<file path="config.mk">
export PLATFORM = sky130hd
export DESIGN_NAME = node_id_rom_map_error_addr_regs
export DESIGN_NICKNAME = d
export VERILOG_FILES = /design/src/shared/node_id_pkg.sv /design/src/shared/uid_load_if.sv /design/src/rtl/node_id_rom_map_error_addr_regs.sv /design/src/rtl/rst_sync.sv /design/src/rtl/uid_quadlet.sv
export SDC_FILE = /design/constraint.sdc
export NUM_CORES = 1
export LEC_CHECK = 0
export ABC_AREA = 0
export BUFFER_PORTS_ARGS = -buffer_cell sky130_fd_sc_hd__buf_2
export CAP_MARGIN = 20
export CELL_PAD_IN_SITES_DETAIL_PLACEMENT = 2
export CELL_PAD_IN_SITES_GLOBAL_PLACEMENT = 2
export CORE_MARGIN = 2
export CORE_UTILIZATION = 40
export CTS_BUF_LIST = sky130_fd_sc_hd__clkbuf_8
export DETAILED_ROUTE_END_ITERATION = 16
export GPL_ROUTABILITY_DRIVEN = 0
export PLACE_DENSITY_LB_ADDON = 0.1
export SLEW_MARGIN = 10
export SYNTH_ARGS = -nofsm -noshare
export SYNTH_HDL_FRONTEND = slang
export SYNTH_HIERARCHICAL = 1
export SYNTH_SLANG_ARGS = --single-unit
</file>
<file path="constraint.sdc">
create_clock -name ref_clk -period 6.5 [get_ports ref_clk]
set_input_delay 1.625 -clock ref_clk [delete_from_list [all_inputs] [get_ports ref_clk]]
set_output_delay 1.625 -clock ref_clk [all_outputs]
set_load 0.1 [all_outputs]
</file>
<file path="src/shared/node_id_pkg.sv">
package node_id_pkg;
	localparam logic [7:0] OFS_UID_UPPER = 8'h24;
	localparam logic [7:0] OFS_UID_LOWER = 8'h28;
	localparam logic [7:0] OFS_ROM_BASE = 8'h34;
	localparam logic [7:0] OFS_FAIL_LOW = 8'h38;
	localparam logic [7:0] OFS_FAIL_HIGH = 8'h3c;
	localparam logic [7:0] OFS_UID_CTRL = 8'h60;
	localparam logic [7:0] OFS_IRQ_STATUS = 8'h64;
	localparam logic [7:0] OFS_IRQ_MASK = 8'h68;
	localparam logic [31:0] UID_RESET = 32'h0000_0000;
	localparam logic [31:0] ROM_BASE_RESET = 32'h0000_0000;
	localparam logic [31:0] ROM_BASE_MASK = 32'hffff_fc00;
	localparam int ROM_OFS_BITS = 10;
	localparam int STICKY_LSB = 4;
	localparam logic [47:0] ROM_WIN_LO = 48'hffff_f000_0400;
	localparam logic [47:0] ROM_WIN_HI = 48'hffff_f000_07ff;
	localparam int SRC_LSB = 16;
	localparam int IRQ_BITS = 2;
	localparam int IRQ_FAIL = 0;
	localparam int IRQ_LOCKED = 1;
	typedef enum logic [1:0] {
		LOAD_OPEN = 2'b00,
		LOAD_LOCKED = 2'b01
	} load_state_t;
endpackage : node_id_pkg

</file>
<file path="src/shared/uid_load_if.sv">
`timescale 1ns/10ps
interface uid_load_if;
	logic eepromLoad;
	logic fwWrite;
	logic [31:0] data;
	logic [31:0] value;
	logic locked;
	modport owner(input eepromLoad, input fwWrite, input data, output value, output locked);
	modport user(output eepromLoad, output fwWrite, output data, input value, input locked);
endinterface : uid_load_if

</file>
<file path="src/rtl/node_id_rom_map_error_addr_regs.sv">
// The implementer's own choice: the address-and-strobe port.
`timescale 1ns/10ps
// Functional notes
// (RL1) Upper identifier quadlet holds maker code and high part serial.
// (RL2) System reset clears the upper identifier to zero, an invalid value.
// (RL3) EEPROM fills the identifier once, then further changes are blocked.
// (RL4) Without EEPROM firmware writes it once; later writes are ignored.
// (RL5) Upper identifier resets on PCIe reset, global reset pin, or power-on.
// (RL6) Low four identifier bits reset only by global pin or power-on; code also resets them on system reset (nrst).
// (RL7) Lower identifier quadlet behaves like the upper one.
// (RL8) ROM quadlet read address equals base plus low ten offset bits.
// (RL9) ROM base writable in bits 31..10, reset zero, bits 9..0 read zero.
// (RL10) Failed posted write stores low 32 destination offset bits.
// (RL11) Failed posted write stores bus and node number in high capture.
// (RL12) Failed posted write stores upper 16 offset bits in high capture.
// (RL13) Capture registers are read-only, hardware-updated, undefined until first failure.
module node_id_rom_map_error_addr_regs (
	input wire logic ref_clk,
	input wire logic nrst,
	input wire logic pcieRstN,
	input wire logic global_reset_pin_n,
	input wire logic porN,
	input wire logic [7:0] regAddr,
	input wire logic [31:0] regWdata,
	input wire logic regWr,
	input wire logic regRd,
	output logic [31:0] regRdata,
	input wire logic eepromPresent,
	input wire logic eepromValid,
	input wire logic eepromUpper,
	input wire logic [31:0] eepromData,
	input wire logic romReadReq,
	input wire logic [47:0] romReadOffset,
	output logic romHostValid,
	output logic [31:0] romHostAddr,
	input wire logic postFail,
	input wire logic [47:0] postFailOffset,
	input wire logic [15:0] postFailSource,
	output logic irq
);
	logic rstN;
	logic busRstIn;
	logic coldRstIn;
	logic busRstN;
	logic coldRstN;
	logic [31:0] romBase_r;
	logic [31:0] romBase_nxt;
	logic [31:0] failLow_r;
	logic [31:0] failLow_nxt;
	logic [31:0] failHigh_r;
	logic [31:0] failHigh_nxt;
	logic [node_id_pkg::IRQ_BITS-1:0] irqStat_r;
	logic [node_id_pkg::IRQ_BITS-1:0] irqStat_nxt;
	logic [node_id_pkg::IRQ_BITS-1:0] irqMask_r;
	logic [node_id_pkg::IRQ_BITS-1:0] irqMask_nxt;
	logic [31:0] rdata_nxt;
	logic romHostValid_nxt;
	logic [31:0] romHostAddr_nxt;
	logic irq_nxt;
	logic lockedPrev_r;
	logic eventLocked;

	uid_load_if upIf();
	uid_load_if loIf();

	function automatic logic hit(input logic [7:0] a, input logic [7:0] ofs);
		return a == ofs;
	endfunction : hit

	assign busRstIn = nrst & pcieRstN & global_reset_pin_n & porN;
	assign coldRstIn = nrst & global_reset_pin_n & porN;

	rst_sync syncMain (.clk(ref_clk), .rstInN(nrst), .rstOutN(rstN));
	rst_sync syncBus (.clk(ref_clk), .rstInN(busRstIn), .rstOutN(busRstN));
	rst_sync syncCold (.clk(ref_clk), .rstInN(coldRstIn), .rstOutN(coldRstN));

	// Firmware path is shut off while an EEPROM is fitted
	assign upIf.eepromLoad = eepromValid && eepromUpper; // RL3
	assign upIf.fwWrite = !eepromPresent && regWr && hit(regAddr, node_id_pkg::OFS_UID_UPPER); // RL4
	assign upIf.data = eepromValid ? eepromData : regWdata;
	assign loIf.eepromLoad = eepromValid && !eepromUpper; // RL7
	assign loIf.fwWrite = !eepromPresent && regWr && hit(regAddr, node_id_pkg::OFS_UID_LOWER); // RL7
	assign loIf.data = eepromValid ? eepromData : regWdata;

	uid_quadlet upperQ (.clk(ref_clk), .rstBus(busRstN), .rstCold(coldRstN), .ld(upIf)); // RL1
	uid_quadlet lowerQ (.clk(ref_clk), .rstBus(busRstN), .rstCold(coldRstN), .ld(loIf)); // RL7

	assign eventLocked = upIf.locked && loIf.locked && !lockedPrev_r;

	always_comb begin
		romBase_nxt = romBase_r;
		if (regWr && hit(regAddr, node_id_pkg::OFS_ROM_BASE)) begin
			romBase_nxt = regWdata & node_id_pkg::ROM_BASE_MASK; // RL9
		end
		failLow_nxt = failLow_r;
		failHigh_nxt = failHigh_r;
		if (postFail) begin
			failLow_nxt = postFailOffset[31:0]; // RL10
			failHigh_nxt = {postFailSource, postFailOffset[47:32]}; // RL11 RL12
		end
		irqMask_nxt = irqMask_r;
		if (regWr && hit(regAddr, node_id_pkg::OFS_IRQ_MASK)) begin
			irqMask_nxt = regWdata[node_id_pkg::IRQ_BITS-1:0];
		end
		irqStat_nxt = irqStat_r;
		if (regWr && hit(regAddr, node_id_pkg::OFS_IRQ_STATUS)) begin
			irqStat_nxt = irqStat_r & ~regWdata[node_id_pkg::IRQ_BITS-1:0];
		end
		// Set after clear so a same-cycle event is never lost
		if (postFail) begin
			irqStat_nxt[node_id_pkg::IRQ_FAIL] = 1'b1;
		end
		if (eventLocked) begin
			irqStat_nxt[node_id_pkg::IRQ_LOCKED] = 1'b1;
		end
		irq_nxt = |(irqStat_nxt & irqMask_nxt);
		romHostValid_nxt = romReadReq && (romReadOffset >= node_id_pkg::ROM_WIN_LO)
			&& (romReadOffset <= node_id_pkg::ROM_WIN_HI);
		romHostAddr_nxt = romBase_r
			+ {22'h0, romReadOffset[node_id_pkg::ROM_OFS_BITS-1:0]}; // RL8
		rdata_nxt = 32'h0;
		if (regRd) begin
			case (regAddr)
				node_id_pkg::OFS_UID_UPPER: rdata_nxt = upIf.value;
				node_id_pkg::OFS_UID_LOWER: rdata_nxt = loIf.value;
				node_id_pkg::OFS_ROM_BASE: rdata_nxt = romBase_r; // RL9
				node_id_pkg::OFS_FAIL_LOW: rdata_nxt = failLow_r; // RL13
				node_id_pkg::OFS_FAIL_HIGH: rdata_nxt = failHigh_r; // RL13
				node_id_pkg::OFS_UID_CTRL: rdata_nxt = {30'h0, loIf.locked, upIf.locked};
				node_id_pkg::OFS_IRQ_STATUS: rdata_nxt = {30'h0, irqStat_r};
				node_id_pkg::OFS_IRQ_MASK: rdata_nxt = {30'h0, irqMask_r};
				default: rdata_nxt = 32'h0;
			endcase
		end
	end

	always_ff @(posedge ref_clk or negedge busRstN) begin
		if (!busRstN) begin
			romBase_r <= node_id_pkg::ROM_BASE_RESET; // RL9
		end else begin
			romBase_r <= romBase_nxt;
		end
	end

	// Capture registers have no reset; their content is meaningless until a failure
	always_ff @(posedge ref_clk) begin
		failLow_r <= failLow_nxt; // RL13
		failHigh_r <= failHigh_nxt;
	end

	always_ff @(posedge ref_clk or negedge rstN) begin
		if (!rstN) begin
			irqStat_r <= '0;
			irqMask_r <= '0;
			irq <= 1'b0;
			regRdata <= 32'h0;
			romHostValid <= 1'b0;
			romHostAddr <= 32'h0;
			lockedPrev_r <= 1'b0;
		end else begin
			irqStat_r <= irqStat_nxt;
			irqMask_r <= irqMask_nxt;
			irq <= irq_nxt;
			regRdata <= rdata_nxt;
			romHostValid <= romHostValid_nxt;
			romHostAddr <= romHostAddr_nxt;
			lockedPrev_r <= upIf.locked && loIf.locked;
		end
	end
endmodule : node_id_rom_map_error_addr_regs

</file>
<file path="src/rtl/rst_sync.sv">
`timescale 1ns/10ps
module rst_sync (
	input wire logic clk,
	input wire logic rstInN,
	output logic rstOutN
);
	logic s1_r;
	logic s2_r;
	always_ff @(posedge clk or negedge rstInN) begin
		if (!rstInN) begin
			s1_r <= 1'b0;
			s2_r <= 1'b0;
		end else begin
			s1_r <= 1'b1;
			s2_r <= s1_r;
		end
	end
	assign rstOutN = s2_r;
endmodule : rst_sync

</file>
<file path="src/rtl/uid_quadlet.sv">
`timescale 1ns/10ps
module uid_quadlet (
	input wire logic clk,
	input wire logic rstBus,
	input wire logic rstCold,
	uid_load_if.owner ld
);
	logic [31:0] hi_r;
	logic [31:0] hi_nxt;
	logic [node_id_pkg::STICKY_LSB-1:0] lo_r;
	logic [node_id_pkg::STICKY_LSB-1:0] lo_nxt;
	node_id_pkg::load_state_t st_r;
	node_id_pkg::load_state_t st_nxt;
	logic take;

	always_comb begin
		take = (st_r == node_id_pkg::LOAD_OPEN) && (ld.eepromLoad || ld.fwWrite);
		hi_nxt = hi_r;
		lo_nxt = lo_r;
		st_nxt = st_r;
		case (st_r)
			node_id_pkg::LOAD_OPEN: begin
				if (take) begin
					hi_nxt = ld.data;
					lo_nxt = ld.data[node_id_pkg::STICKY_LSB-1:0];
					st_nxt = node_id_pkg::LOAD_LOCKED; // RL3 RL4
				end
			end
			node_id_pkg::LOAD_LOCKED: st_nxt = node_id_pkg::LOAD_LOCKED; // RL4
			default: st_nxt = node_id_pkg::LOAD_OPEN;
		endcase
	end

	// Upper bits and the lock follow any reset; low nibble only the cold ones
	always_ff @(posedge clk or negedge rstBus) begin
		if (!rstBus) begin
			hi_r <= node_id_pkg::UID_RESET; // RL2 RL5
			st_r <= node_id_pkg::LOAD_OPEN;
		end else begin
			hi_r <= hi_nxt;
			st_r <= st_nxt;
		end
	end

	always_ff @(posedge clk or negedge rstCold) begin
		if (!rstCold) begin
			lo_r <= node_id_pkg::UID_RESET[node_id_pkg::STICKY_LSB-1:0]; // RL6
		end else begin
			lo_r <= lo_nxt;
		end
	end

	assign ld.value = {hi_r[31:node_id_pkg::STICKY_LSB], lo_r};
	assign ld.locked = (st_r == node_id_pkg::LOAD_LOCKED);
endmodule : uid_quadlet

</file>
==> impl_metrics.tcl <==
set metrics [dict create \
    fmax_mhz 244.9 \
    antenna_found_initial 3 \
    wl_per_cell_um 23.44 \
    yosys.area.top_type "dfrtp_1" \
    dp_hpwl_um 19260 \
    firstDrtPassIters 4 \
    chipHeight_um 157.2 \
    outcome "complete, no violations" \
    final_core_utilization_pct 50.88 \
    path_clk_slew_ns 0.06 \
    clk_latency_ns 0.54 \
    critPathMaxFanout 25 \
    hold_path_class "reg2async" \
    rsz0062_at_grt "false" \
    yosysSeqAreaShare_pct 64.45 \
    cts_inserted_buffers 40 \
    synth.most_common_cell "dfrtp_1" \
    syn_nets 792 \
    rows 56 \
    cts_resized 0 \
    cts_sinks 229 \
    nFillCells 2267 \
    track_usage_pct 23.72 \
    synth_top_area_share_pct 43.98 \
    ys_ff_latch 229 \
    place_ws_ns 1.832 \
    peakVddDrop_uv 182.7 \
    fin_crit_ns 4.083 \
    ff2ff_path_depth 3 \
    report.final.slew_viol_count 0 \
    drc 0 \
    path_class "in2reg" \
    crit_path_end_kind "flip-flop" \
    cts_root_buf "clkbuf_8" \
    setup_viol 0 \
    cts_tree "built" \
    slew_headroom_pct 23.18 \
    worst_pin_slew_ns 1.152 \
    drt-initial-drc-count 199 \
    setup_ws_ns 2.417 \
    areaGrowthSynthToFinish_pct 26.07 \
    yosysUniqueCellTypes 45 \
    design_area_um2 11840 \
    drive_gt1_share_pct 50.83 \
    gr-total-overflow 0 \
    power.leakage_nw 5.694 \
    syn_inst 596 \
    io_pins 262 \
    clk_path_buf_depth 3 \
    synth_edf_count 64 \
    start_kind "input port" \
    synth_ff_type "dfrtp_1" \
    p_per_area_nw_per_um2 284.7 \
    skew_ns 0.03727 \
    fp.dieW_um 157.2 \
    fin_crit_sh_pct 62.82 \
    async_flop_share_pct 72.05 \
    hold_viol 0 \
    postRouteAntennaNets 0 \
    cp.required_ns 6.92 \
    dieArea_um2 24710 \
    yosysWarningCount 6 \
    place_area_um2 11020 \
    cts.hold.buffers_added 0 \
    avgViaCountPerCell 5.187 \
    grt_pass1_wl_um 43930 \
    synthTopCellsByArea "dfrtp_1 44%, edfxtp_1 20%, mux2_4 9.6%, mux2_2 7.1%, a22oi_1 2.7%" \
    syn_avg_cell_area_um2 15.75 \
    htree_levels 2 \
    initial_core_util_pct 40.36 \
    syn_area_um2 9388 \
    grt_max_degree 72 \
    grt_pass1_vias 7595 \
    drv_cap 0 \
    finalSetupTns_ns 0 \
    fp.coreArea_um2 23260 \
    io_buffers 261 \
    vias 6354 \
    nNetsFinal 1069 \
    cts_setup_buffers 0 \
    routed_wl_um 28710 \
    synthTopCellsByCount "165 x dfrtp_1, 64 x edfxtp_1, 60 x mux2_4" \
    cp.arrival_ns 4.50 \
]
==> routing by layer <==
| metal | vias up | share of wire (%) | track usage, % |
|---|---|---|---|
| met2 | 193 | 52 | 42.88 |
| li1 | 2806 | - | - |
| met5 | - | 0 | 0 |
| met4 | 0 | 2.4 | 7.619 |
| met3 | 50 | 5.0 | 4.736 |
| met1 | 3305 | 40 | 28.34 |
==> through the flow <==
step	std cells	power, mW	hold WS (ns)
after floorplan	596	1.958	0.09464
after global placement	1149	2.096	0.1690
after detailed placement	1149	2.120	0.1974
after CTS	1221	3.416	0.1611
after global routing	1222	3.517	0.1782
final	1225	3.370	0.1461
==> cell families (layout without fill, tap and decap cells) <==
logic type | count (synthesis) | count (layout) | share of synthesized area (%)
buffers and inverters | 35 | 342 | 2.039
AOI/OAI and AO/OA | 95 | 95 | 8.237
and+or+nand+nor | 90 | 90 | 5.771
muxes | 144 | 144 | 19.38
DFF | 229 | 229 | 64.45
other | 3 | 6 | 0.1199
==> sequential cells by signal, indices dropped and copies added (netlist names), 2 cells and up <==
signal	flops
irqMask_r	2
failLow_r	32
upperQ/lo_r	4
romHostAddr	32
lowerQ/lo_r	4
lowerQ/hi_r	28
regRdata	32
irqStat_r	2
upperQ/hi_r	28
failHigh_r	32
romBase_r	22
==> cell usage in the layout (no fill, tap or decap), drive strengths merged, types with 8 or more instances in the layout <==
| cell | n |
|---|---|
| clkbuf | 49 |
| inv | 14 |
| nand3 | 10 |
| nor2 | 17 |
| nand4 | 8 |
| o2bb2ai | 15 |
| dfrtp | 165 |
| mux2 | 122 |
| clkinv | 9 |
| mux2i | 22 |
| o221ai | 8 |
| o21a | 16 |
| buf | 269 |
| edfxtp | 64 |
| a22oi | 34 |
| and2 | 16 |
==> worst max-delay path: stages <==
cell	delay (ns)
buf_2	0.64
nor4bb_4	0.66
buf_4	0.35
nand3_2	0.64
mux2_1	0.58
==> final timing paths <==
kind / startpoint / to / slack (ns)
worst max register to register: upperQ/st_r[0]$_DFFE_PN0P_ / upperQ/hi_r[20]$_DFFE_PN0P_ / 4.68
worst min register to register: syncCold/rstOutN$_DFF_PN0_ / upperQ/lo_r[2]$_DFFE_PN0P_ / 0.15
max in group asynchronous: nrst / syncBus/rstOutN$_DFF_PN0_ / 5.00
worst min-delay path: syncCold/rstOutN$_DFF_PN0_ / upperQ/lo_r[2]$_DFFE_PN0P_ / 0.15
worst max-delay path: regAddr[4] / romBase_r[15]$_DFFE_PN0P_ / 2.42
min in group ref_clk: syncMain/s1_r$_DFF_PN0_ / syncMain/rstOutN$_DFF_PN0_ / 0.36
==> power breakdown <==
group	total (mW)	switching (mW)	internal, mW
Clock	1.28	0.591	0.684
Sequential	1.70	0.0787	1.62
Combinational	0.398	0.207	0.191
Total	3.37	0.877	2.49
==> layout make-up <==
cell class	instances	area, um2	share of cell area (%)
inverter	1	3.754	0.03172
timing repair buffer	269	1389	11.73
antenna	3	7.507	0.06343
clock inverter	23	103.9	0.8775
sequential	229	6058	51.19
multi-input combinational	332	3199	27.03
clock buffer	49	674.4	5.698
tap	319	399.1	3.372
(Power assumes the default switching activity.)
